===== config.mk =====
export PLATFORM = sky130hd
export DESIGN_NAME = serializer_link_mode_config
export DESIGN_NICKNAME = d
export VERILOG_FILES = /design/src/verilog/serlink_pkg.sv /design/src/verilog/strap_capture.sv /design/src/verilog/pattern_mem.sv /design/src/verilog/serializer_link_mode_config.sv
export SDC_FILE = /design/constraint.sdc
export NUM_CORES = 1
export LEC_CHECK = 0
export BUFFER_PORTS_ARGS = -buffer_cell sky130_fd_sc_hd__buf_2
export CAP_MARGIN = 25
export CORE_MARGIN = 2
export CORE_UTILIZATION = 40
export CTS_CLUSTER_SIZE = 24
export DETAILED_ROUTE_END_ITERATION = 12
export MAX_ROUTING_LAYER = met4
export PLACE_DENSITY = 0.63
export SYNTH_ARGS = -nofsm -noshare
export SYNTH_HDL_FRONTEND = slang
export SYNTH_HIERARCHICAL = 1
export SYNTH_SLANG_ARGS = --single-unit

===== constraint.sdc =====
create_clock -name clk_sys -period 4.1 [get_ports clk_sys]
set_input_delay 0 -clock clk_sys [delete_from_list [all_inputs] [get_ports clk_sys]]
set_output_delay 0 -clock clk_sys [all_outputs]
set_load 0.005 [all_outputs]

===== src/verilog/serlink_pkg.sv =====
package serlink_pkg;

  // Register offsets
  localparam logic [7:0] ADDR_VIDEO_CFG   = 8'h4F;
  localparam logic [7:0] ADDR_LINK_CTL    = 8'h5B;
  localparam logic [7:0] ADDR_PAT_STATIC  = 8'h64;
  localparam logic [7:0] ADDR_PAT_IDX     = 8'h66;
  localparam logic [7:0] ADDR_PAT_DATA    = 8'h67;
  localparam logic [7:0] ADDR_SCROLL_CTL  = 8'h68;
  localparam logic [7:0] ADDR_ORDER_BASE  = 8'h70;
  localparam logic [7:0] ADDR_STATUS      = 8'h7F;
  localparam logic [7:0] ADDR_REPEATER    = 8'hC2;

  // Field positions
  localparam int BIT_MAP_SEL    = 7;
  localparam int BIT_PIX_MODE   = 6;
  localparam int BIT_REPEATER   = 5;
  localparam int BIT_CABLE      = 7;
  localparam int BIT_AUTO_OFF   = 2;
  localparam int BIT_FORCE_DUAL = 0;
  localparam int BIT_SCROLL_EN  = 0;

  // Reset values
  localparam logic [7:0] RST_BYTE = 8'h00;
  localparam logic [5:0] RST_PREV = 6'h3F;

  // Timing
  localparam int CLK_PERIOD_NS    = 50;
  localparam int CLK_MHZ          = 20;
  localparam int STRAP_SETTLE_NS  = 1000;
  localparam int STRAP_SETTLE_CYC =
    (STRAP_SETTLE_NS + CLK_PERIOD_NS - 1) / CLK_PERIOD_NS;
  localparam int MEAS_WINDOW_CYC  = 4096;
  localparam int PCLK_DIV         = 32;
  localparam int LEGACY_MAX_MHZ   = 85;
  localparam int SINGLE_MAX_MHZ   = 96;
  localparam int EDGES_LEGACY =
    LEGACY_MAX_MHZ * MEAS_WINDOW_CYC / (CLK_MHZ * PCLK_DIV);
  localparam int EDGES_SINGLE =
    SINGLE_MAX_MHZ * MEAS_WINDOW_CYC / (CLK_MHZ * PCLK_DIV);

  // Sizes
  localparam int SCROLL_MAX = 16;
  localparam int ORDER_REGS = 8;
  localparam int PAT_DEPTH  = 32;

  localparam logic [1:0] RANGE_LOW  = 2'h0;
  localparam logic [1:0] RANGE_MID  = 2'h1;
  localparam logic [1:0] RANGE_HIGH = 2'h2;

  typedef enum logic [3:0] {
    MODE_SINGLE    = 4'h1,
    MODE_DUAL      = 4'h2,
    MODE_REPLICATE = 4'h4,
    MODE_SECONDARY = 4'h8
  } link_mode_t;

  typedef enum logic [2:0] {
    ST_SETTLE = 3'h1,
    ST_LOAD   = 3'h2,
    ST_RUN    = 3'h4
  } strap_state_t;

endpackage


===== src/verilog/strap_capture.sv =====
`timescale 1ns/100ps
module strap_capture (
  input  wire logic       clk_sys,
  input  wire logic       nrst,
  input  wire logic       ce,
  input  wire logic [2:0] level_pin,
  output logic      [2:0] level_reg
);

  logic [2:0] s1_reg;
  logic [2:0] s2_reg;
  logic [2:0] s3_reg;
  logic [2:0] level_next;

  // Level counts only once second and third stage agree
  always_comb
  begin
    level_next = (s2_reg == s3_reg) ? s3_reg : level_reg;
  end

  always_ff @(posedge clk_sys or negedge nrst)
  begin
    if (!nrst)
    begin
      s1_reg    <= 3'h0;
      s2_reg    <= 3'h0;
      s3_reg    <= 3'h0;
      level_reg <= 3'h0;
    end
    else if (ce)
    begin
      s1_reg    <= level_pin;
      s2_reg    <= s1_reg;
      s3_reg    <= s2_reg;
      level_reg <= level_next;
    end
  end

endmodule


===== src/verilog/pattern_mem.sv =====
`timescale 1ns/100ps
module pattern_mem (
  input  wire logic       clk_sys,
  input  wire logic       nrst,
  input  wire logic       ce,
  input  wire logic       wr_en,
  input  wire logic [4:0] addr,
  input  wire logic [7:0] wdata,
  output logic      [7:0] rdata_reg
);

  logic [7:0] mem [serlink_pkg::PAT_DEPTH];
  logic [7:0] rdata_next;

  always_comb
  begin
    rdata_next = mem[addr];
  end

  always_ff @(posedge clk_sys)
  begin
    if (ce && wr_en)
    begin
      mem[addr] <= wdata;
    end
  end

  always_ff @(posedge clk_sys or negedge nrst)
  begin
    if (!nrst)
    begin
      rdata_reg <= 8'h00;
    end
    else if (ce)
    begin
      rdata_reg <= rdata_next;
    end
  end

endmodule


===== src/verilog/serializer_link_mode_config.sv =====
// Function
// Auto-scroll cycles through up to 16 programmed entries, repeats allowed.
// Scroll control and eight order registers drive scrolling; else static pattern.
// Indirect window: index at 0x66, data read and written at 0x67.
// Two multi-level straps are sampled at power-up into config bits.
// Software can read and overwrite every strap-derived bit afterwards.
// Pixel-mode strap stored inverted in 0x4F bit 6.
// Repeater strap stored unchanged in 0xC2 bit 5.
// Bit-mapping strap stored in 0x4F bit 7.
// Cable-type strap stored in 0x5B bit 7.
// Single link carries all video, up to 96 MHz, legacy below 85.
// Forced single powers down secondary transmitter and its back channel.
// Dual link sends alternate pixels on two links at half rate.
// Dual link with protection uses one session across both links.
// Dual-link receiver must recombine both alternating-pixel streams.
// Dual entered automatically on dual receiver and fast video, or forced.
// Replicate mode: second protection core, identical video up to 85 MHz.
// Measured pixel clock plus receiver capability choose the mode.
// Two independent single receivers give replicate mode.
// Receiver only on secondary link gives secondary-only transmission.
// Software can disable auto-detection and apply forced single or dual.
// Auto mode re-evaluated on link detect or clock range change.
`timescale 1ns/100ps
module serializer_link_mode_config (
  input  wire logic       clk_sys,
  input  wire logic       nrst,
  input  wire logic       ce,
  input  wire logic [2:0] mode_sel0_level,
  input  wire logic [2:0] mode_sel1_level,
  input  wire logic       pclk_div,
  input  wire logic       link0_detect,
  input  wire logic       link1_detect,
  input  wire logic       rx_dual_capable,
  input  wire logic       frame_start,
  input  wire logic [7:0] reg_addr,
  input  wire logic [7:0] reg_wdata,
  input  wire logic       reg_wr,
  input  wire logic       reg_rd,
  output logic      [7:0] reg_rdata,
  output logic            reg_rvalid,
  output logic      [3:0] link_mode,
  output logic            tx1_power_down,
  output logic            bc1_disable,
  output logic            tx_half_rate,
  output logic            cipher_joint_session,
  output logic            cipher_second_core_en,
  output logic            link0_video_en,
  output logic            link1_video_en,
  output logic      [3:0] pattern_sel,
  output logic            dual_pixel_mode,
  output logic            repeater_en,
  output logic            bit_map_sel,
  output logic            cable_cable_type_strap,
  output logic            strap_done
);

  logic [2:0] sel0_level;
  logic [2:0] sel1_level;
  logic [7:0] pat_rdata;

  strap_capture u_strap0 (
    .clk_sys   (clk_sys),
    .nrst      (nrst),
    .ce        (ce),
    .level_pin (mode_sel0_level),
    .level_reg (sel0_level)
  );

  strap_capture u_strap1 (
    .clk_sys   (clk_sys),
    .nrst      (nrst),
    .ce        (ce),
    .level_pin (mode_sel1_level),
    .level_reg (sel1_level)
  );

  // Strap load sequence
  serlink_pkg::strap_state_t state_reg;
  serlink_pkg::strap_state_t state_next;
  logic [4:0]                settle_reg;
  logic [4:0]                settle_next;

  always_comb
  begin
    state_next  = state_reg;
    settle_next = settle_reg;
    unique case (state_reg)
      serlink_pkg::ST_SETTLE:
      begin
        settle_next = settle_reg + 5'h1;
        if (settle_reg == 5'(serlink_pkg::STRAP_SETTLE_CYC - 1))
        begin
          state_next = serlink_pkg::ST_LOAD;
        end
      end
      serlink_pkg::ST_LOAD:
        state_next = serlink_pkg::ST_RUN;
      serlink_pkg::ST_RUN:
        state_next = serlink_pkg::ST_RUN;
      default:
        state_next = serlink_pkg::ST_SETTLE;
    endcase
  end

  always_ff @(posedge clk_sys or negedge nrst)
  begin
    if (!nrst)
    begin
      state_reg  <= serlink_pkg::ST_SETTLE;
      settle_reg <= 5'h0;
    end
    else if (ce)
    begin
      state_reg  <= state_next;
      settle_reg <= settle_next;
    end
  end

  // Register file
  logic [7:0] video_cfg_reg;
  logic [7:0] video_cfg_next;
  logic [7:0] link_ctl_reg;
  logic [7:0] link_ctl_next;
  logic [7:0] repeater_reg;
  logic [7:0] repeater_next;
  logic [7:0] pat_idx_reg;
  logic [7:0] pat_idx_next;
  logic [7:0] pat_static_reg;
  logic [7:0] pat_static_next;
  logic [7:0] scroll_ctl_reg;
  logic [7:0] scroll_ctl_next;
  logic [7:0] order_reg [serlink_pkg::ORDER_REGS];
  logic       wr_video;
  logic       wr_link;
  logic       wr_rep;

  always_comb
  begin
    wr_video        = reg_wr && (reg_addr == serlink_pkg::ADDR_VIDEO_CFG);
    wr_link         = reg_wr && (reg_addr == serlink_pkg::ADDR_LINK_CTL);
    wr_rep          = reg_wr && (reg_addr == serlink_pkg::ADDR_REPEATER);
    video_cfg_next  = wr_video ? reg_wdata : video_cfg_reg;
    link_ctl_next   = wr_link ? reg_wdata : link_ctl_reg;
    repeater_next   = wr_rep ? reg_wdata : repeater_reg;
    pat_idx_next    = (reg_wr && reg_addr == serlink_pkg::ADDR_PAT_IDX) ?
                      reg_wdata : pat_idx_reg;
    pat_static_next = (reg_wr && reg_addr == serlink_pkg::ADDR_PAT_STATIC) ?
                      reg_wdata : pat_static_reg;
    scroll_ctl_next = (reg_wr && reg_addr == serlink_pkg::ADDR_SCROLL_CTL) ?
                      reg_wdata : scroll_ctl_reg;
    // Strap capture wins over a write in the load cycle
    if (state_reg == serlink_pkg::ST_LOAD)
    begin
      video_cfg_next[serlink_pkg::BIT_PIX_MODE] = ~sel0_level[2];
      repeater_next[serlink_pkg::BIT_REPEATER]  = sel0_level[0];
      video_cfg_next[serlink_pkg::BIT_MAP_SEL]  = sel1_level[2];
      link_ctl_next[serlink_pkg::BIT_CABLE]     = sel1_level[1];
    end
  end

  always_ff @(posedge clk_sys or negedge nrst)
  begin
    if (!nrst)
    begin
      video_cfg_reg  <= serlink_pkg::RST_BYTE;
      link_ctl_reg   <= serlink_pkg::RST_BYTE;
      repeater_reg   <= serlink_pkg::RST_BYTE;
      pat_idx_reg    <= serlink_pkg::RST_BYTE;
      pat_static_reg <= serlink_pkg::RST_BYTE;
      scroll_ctl_reg <= serlink_pkg::RST_BYTE;
    end
    else if (ce)
    begin
      video_cfg_reg  <= video_cfg_next;
      link_ctl_reg   <= link_ctl_next;
      repeater_reg   <= repeater_next;
      pat_idx_reg    <= pat_idx_next;
      pat_static_reg <= pat_static_next;
      scroll_ctl_reg <= scroll_ctl_next;
    end
  end

  for (genvar g = 0; g < serlink_pkg::ORDER_REGS; g++)
  begin : g_order
    logic [7:0] order_next;
    always_comb
    begin
      order_next = (reg_wr && reg_addr == 8'(serlink_pkg::ADDR_ORDER_BASE + g)) ?
                   reg_wdata : order_reg[g];
    end
    always_ff @(posedge clk_sys or negedge nrst)
    begin
      if (!nrst)
      begin
        order_reg[g] <= serlink_pkg::RST_BYTE;
      end
      else if (ce)
      begin
        order_reg[g] <= order_next;
      end
    end
  end

  pattern_mem u_pat_mem (
    .clk_sys   (clk_sys),
    .nrst      (nrst),
    .ce        (ce),
    .wr_en     (reg_wr && reg_addr == serlink_pkg::ADDR_PAT_DATA),
    .addr      (pat_idx_reg[4:0]),
    .wdata     (reg_wdata),
    .rdata_reg (pat_rdata)
  );

  // Pixel clock measurement over a fixed window
  logic [2:0]  pc_sync_reg;
  logic        pc_lvl_reg;
  logic        pc_lvl_next;
  logic [11:0] win_reg;
  logic [10:0] edges_reg;
  logic [10:0] edges_next;
  logic [1:0]  range_reg;
  logic [1:0]  range_next;
  logic        win_end;

  always_comb
  begin
    pc_lvl_next = (pc_sync_reg[1] == pc_sync_reg[2]) ? pc_sync_reg[2] : pc_lvl_reg;
    win_end     = (win_reg == 12'(serlink_pkg::MEAS_WINDOW_CYC - 1));
    edges_next  = edges_reg + {10'h0, pc_lvl_next & ~pc_lvl_reg};
    range_next  = range_reg;
    if (win_end)
    begin
      edges_next = 11'h0;
      if (edges_reg > 11'(serlink_pkg::EDGES_SINGLE))
        range_next = serlink_pkg::RANGE_HIGH;
      else if (edges_reg > 11'(serlink_pkg::EDGES_LEGACY))
        range_next = serlink_pkg::RANGE_MID;
      else
        range_next = serlink_pkg::RANGE_LOW;
    end
  end

  always_ff @(posedge clk_sys or negedge nrst)
  begin
    if (!nrst)
    begin
      pc_sync_reg <= 3'h0;
      pc_lvl_reg  <= 1'b0;
      win_reg     <= 12'h0;
      edges_reg   <= 11'h0;
      range_reg   <= serlink_pkg::RANGE_LOW;
    end
    else if (ce)
    begin
      pc_sync_reg <= {pc_sync_reg[1:0], pclk_div};
      pc_lvl_reg  <= pc_lvl_next;
      win_reg     <= win_reg + 12'h1;
      edges_reg   <= edges_next;
      range_reg   <= range_next;
    end
  end

  // Link mode selection
  serlink_pkg::link_mode_t mode_reg;
  serlink_pkg::link_mode_t mode_next;
  serlink_pkg::link_mode_t auto_mode;
  logic [5:0] prev_reg;
  logic [5:0] prev_next;
  logic       auto_off;
  logic       force_dual;

  always_comb
  begin
    auto_off   = link_ctl_reg[serlink_pkg::BIT_AUTO_OFF];
    force_dual = link_ctl_reg[serlink_pkg::BIT_FORCE_DUAL];
    prev_next  = prev_reg;
    mode_next  = mode_reg;
    auto_mode  = serlink_pkg::MODE_SINGLE;
    if (link0_detect && link1_detect)
    begin
      if (!rx_dual_capable)
        auto_mode = serlink_pkg::MODE_REPLICATE;
      else if (range_reg == serlink_pkg::RANGE_HIGH)
        auto_mode = serlink_pkg::MODE_DUAL;
    end
    else if (link1_detect)
    begin
      auto_mode = serlink_pkg::MODE_SECONDARY;
    end
    if (state_reg == serlink_pkg::ST_RUN)
    begin
      prev_next = {auto_off, link0_detect, link1_detect, rx_dual_capable, range_reg};
      if (auto_off)
        mode_next = force_dual ? serlink_pkg::MODE_DUAL : serlink_pkg::MODE_SINGLE;
      else if (prev_next != prev_reg)
        mode_next = auto_mode;
    end
  end

  always_ff @(posedge clk_sys or negedge nrst)
  begin
    if (!nrst)
    begin
      mode_reg              <= serlink_pkg::MODE_SINGLE;
      prev_reg              <= serlink_pkg::RST_PREV;
      link_mode             <= 4'h1;
      tx1_power_down        <= 1'b0;
      bc1_disable           <= 1'b0;
      tx_half_rate          <= 1'b0;
      cipher_joint_session  <= 1'b0;
      cipher_second_core_en <= 1'b0;
      link0_video_en        <= 1'b0;
      link1_video_en        <= 1'b0;
    end
    else if (ce)
    begin
      mode_reg              <= mode_next;
      prev_reg              <= prev_next;
      link_mode             <= mode_next;
      tx1_power_down        <= auto_off && mode_next == serlink_pkg::MODE_SINGLE;
      bc1_disable           <= auto_off && mode_next == serlink_pkg::MODE_SINGLE;
      tx_half_rate          <= mode_next == serlink_pkg::MODE_DUAL;
      cipher_joint_session  <= mode_next == serlink_pkg::MODE_DUAL;
      cipher_second_core_en <= mode_next == serlink_pkg::MODE_REPLICATE;
      link0_video_en        <= mode_next != serlink_pkg::MODE_SECONDARY;
      link1_video_en        <= mode_next != serlink_pkg::MODE_SINGLE;
    end
  end

  // Pattern selection and auto-scroll
  logic [3:0] pos_reg;
  logic [3:0] pos_next;
  logic [3:0] pat_next;
  logic [7:0] order_cur;
  logic       scroll_en;

  always_comb
  begin
    scroll_en = scroll_ctl_reg[serlink_pkg::BIT_SCROLL_EN];
    order_cur = order_reg[pos_reg[3:1]];
    pos_next  = 4'h0;
    if (scroll_en)
    begin
      pos_next = pos_reg;
      if (frame_start)
        pos_next = (pos_reg == scroll_ctl_reg[7:4]) ? 4'h0 : pos_reg + 4'h1;
    end
    pat_next = scroll_en ? (pos_reg[0] ? order_cur[7:4] : order_cur[3:0])
                         : pat_static_reg[3:0];
  end

  always_ff @(posedge clk_sys or negedge nrst)
  begin
    if (!nrst)
    begin
      pos_reg     <= 4'h0;
      pattern_sel <= 4'h0;
    end
    else if (ce)
    begin
      pos_reg     <= pos_next;
      pattern_sel <= pat_next;
    end
  end

  // Read port and configuration outputs
  logic [7:0] rdata_next;
  logic       overspeed;

  always_comb
  begin
    overspeed = (mode_reg == serlink_pkg::MODE_SINGLE && range_reg == serlink_pkg::RANGE_HIGH)
             || (mode_reg == serlink_pkg::MODE_REPLICATE && range_reg != serlink_pkg::RANGE_LOW);
    rdata_next = 8'h00;
    if (reg_addr[7:3] == serlink_pkg::ADDR_ORDER_BASE[7:3])
      rdata_next = order_reg[reg_addr[2:0]];
    else
      case (reg_addr)
        serlink_pkg::ADDR_VIDEO_CFG:  rdata_next = video_cfg_reg;
        serlink_pkg::ADDR_LINK_CTL:   rdata_next = link_ctl_reg;
        serlink_pkg::ADDR_REPEATER:   rdata_next = repeater_reg;
        serlink_pkg::ADDR_PAT_STATIC: rdata_next = pat_static_reg;
        serlink_pkg::ADDR_PAT_IDX:    rdata_next = pat_idx_reg;
        serlink_pkg::ADDR_PAT_DATA:   rdata_next = pat_rdata;
        serlink_pkg::ADDR_SCROLL_CTL: rdata_next = scroll_ctl_reg;
        serlink_pkg::ADDR_STATUS:     rdata_next = {overspeed, 1'b0, range_reg, mode_reg};
        default:                      rdata_next = 8'h00;
      endcase
  end

  always_ff @(posedge clk_sys or negedge nrst)
  begin
    if (!nrst)
    begin
      reg_rdata       <= 8'h00;
      reg_rvalid      <= 1'b0;
      dual_pixel_mode <= 1'b0;
      repeater_en     <= 1'b0;
      bit_map_sel     <= 1'b0;
      cable_cable_type_strap      <= 1'b0;
      strap_done      <= 1'b0;
    end
    else if (ce)
    begin
      reg_rdata       <= reg_rd ? rdata_next : reg_rdata;
      reg_rvalid      <= reg_rd;
      dual_pixel_mode <= ~video_cfg_reg[serlink_pkg::BIT_PIX_MODE];
      repeater_en     <= repeater_reg[serlink_pkg::BIT_REPEATER];
      bit_map_sel     <= video_cfg_reg[serlink_pkg::BIT_MAP_SEL];
      cable_cable_type_strap      <= link_ctl_reg[serlink_pkg::BIT_CABLE];
      strap_done      <= state_reg == serlink_pkg::ST_RUN;
    end
  end
endmodule


==> flow_summary.ini <==
[route]
postRouteAntennaNets = 0
wire_per_inst_um = 23.35
drc = 0
firstDrtPassIters = 6
vias = 12550
drt_iter0_drc = 1022
wl_um = 50610
via_per_inst = 5.787

[finish]
nNetsFinal = 1487
final_cell_area_mm2 = 0.02371
area_growth_pct = 13.77
drive_gt1_share_pct = 28.02
diodes = 0
largest_reg_flops = 256

[die]
die_h_um = 232.3
core_mm2 = 0.05141
die_w_um = 232.3
num_rows = 83
initial_core_util_pct = 40.54
ios = 61
die_area_mm2 = 0.05394

[timing]
slew_headroom_pct = 35.33
setup-violations-final = 0
fin_crit_sh_pct = 77.75
hold_viol_final = 0
worstMarginPinSlew_ns = 0.9700
final.setup.tns_ns = 0
rsz0062_at_grt = false
fmax_mhz = 313.7
clock_skew_ns = 0.02621
final_max_slew_viol_count = 0
fin_crit_ns = 3.188

[worst_setup_path]
end_kind = flip-flop
r2r_cells = 6
reg2reg_to = u_pat_mem/rdata_reg[3]
arrival_ns = 3.39
path_max_fanout = 9
crit_top_cell = nor2_1
cp_slowest_stage_delay_ns = 0.80
path_cells = dlygate4sd3_1 -> buf_2 -> nand4bb_1 -> nor2_1 -> and4_1 -> nand4b_1 -> nor2_1
worstSetupPathType = in2reg
r2r-start = pat_idx_reg[1]
slowest_stage = nor2_1
rrSetupSlack_ns = 1.11
worst_ep_required_time_ns = 4.30
start_kind = input port

[grt]
grt_start_max_net_pins = 116
grt_antenna_before_repair = 0
grt_usage_pct = 19.63
overflow = 0
first_global_vias = 12790
grt_pass1_wl_um = 77810

[clock_tree]
cts-root-buf = clkbuf_16
htreeDepth = 2
clkLatencyLatePin_ns = 0.59
clkSlewWorstSetupHoldPaths_ns = 0.06
cts_tree = yes
cts_buffers = 49
clockBufferDepth = 3
clock-sinks = 472
post_cts_buffers = 0

[logic_synthesis]
synthCells = 1357
synth_warnings = 6
synth_area_mm2 = 0.02084
synth_fp_nets = 1394
avgSynthCellArea_um2 = 15.36

[power_and_ir_drop]
seqPwrFrac_pct = 51.3
peakVddDrop_uv = 290.9
pwr_density_cell_mw_per_mm2 = 447.6
p_comb_share_pct = 7.3
power.switching_mw = 2.457
p_clk_share_pct = 41.4
p_int_mw = 8.156
p_sw_share_pct = 23.15
cellLeakagePower_nw = 8.879

[placed_design]
gp_congestion = 0.8754
portBuffers = 60
dp_hpwl_um = 32780
dpl-instance-area_mm2 = 0.02179

[outcome]
outcome = completed

[min_path]
hp-class = in2async

[run]
cap_violations = 0
==> metal layers <==
layer	part of all wire, %	vias to the layer above	track usage [%]
li1	-	5457	-
met3	5.9	98	3.156
met1	43	6546	26.06
met5	0	-	-
met2	48	445	30.63
met4	2.9	0	7.091
==> area by class of cell <==
type / count / area, µm²
sequential: 472 / 13110
clock inverter: 22 / 220.2
multi-input combinational: 797 / 7243
timing repair buffer: 117 / 883.3
inverter: 13 / 48.80
tap: 680 / 850.8
fill: 4473 / 27700
clock buffer: 67 / 1355
==> placed cells by master (no fill, tap or decap), types with 11 or more instances in the layout <==
master and count:
inv_1 12, nand2_1 47, xnor2_1 21, nor2_1 93, nor2b_1 12, xor2_1 16, buf_2 58, nand4_1 15
nand3b_1 11, o21ai_0 31, clkbuf_1 13, clkbuf_16 50, nand3_1 28, dfrtp_1 206, a21oi_1 35, a22oi_1 18
o22ai_1 13, edfxtp_1 256, dlygate4sd3_1 29, buf_4 24, mux2i_1 50, mux4_2 65, nand2b_1 15, mux2_2 165
a31oi_1 11
==> how the worst max path moves through the flow <==
stage	start	end	cells after the start
after floorplan	reg_addr[5]	u_pat_mem/mem[24][0]	9
after global placement	reg_addr[4]	u_pat_mem/mem[6][0]	6
after detailed placement	reg_addr[2]	u_pat_mem/mem[22][1]	6
after CTS	reg_addr[4]	u_pat_mem/mem[22][5]	7
after global routing	reg_addr[5]	u_pat_mem/mem[22][5]	7
final	reg_addr[5]	u_pat_mem/mem[6][5]	7
==> worst max-delay path, delay by kind of cell <==
kind                   cells  cell delay, ns
and+or+nand+nor            5            2.61
buffers and inverters      2            0.77
==> power by group through the flow <==
stage	Sequential [mW]	Combinational, mW	Clock, mW
5_1_grt	5.48	0.865	4.63
4_1_cts	5.45	0.782	4.47
6_report	5.45	0.777	4.39
2_1_floorplan	5.46	0.497	0
3_3_place_gp	5.53	0.732	0
3_5_place_dp	5.54	0.759	0
==> what timing repair did <==
| action | 4_1_cts | 5_1_grt |
|---|---|---|
| endpoints found under the hold margin | 200 | 16 |
| hold buffers | 27 | 2 |
| resized for setup | 0 | 0 |
| endpoints found under the setup margin | 0 | 0 |
==> metrics by stage <==
stage          instances  hold WS, ns  util, %  power [mW]  worst slack [ns]
3_5_place_dp        2047       0.1569    42.39       6.295            0.8850
4_1_cts             2163      0.01651    45.98       10.70            0.9335
3_3_place_gp        2044       0.1448    42.27       6.261             1.005
5_1_grt             2168      0.04930    46.12       10.97            0.6403
6_report            2168      0.03450    46.12       10.61            0.9124
2_1_floorplan       1357      -0.2956        -       5.953             1.811
Power figures use the tool's default switching activity.
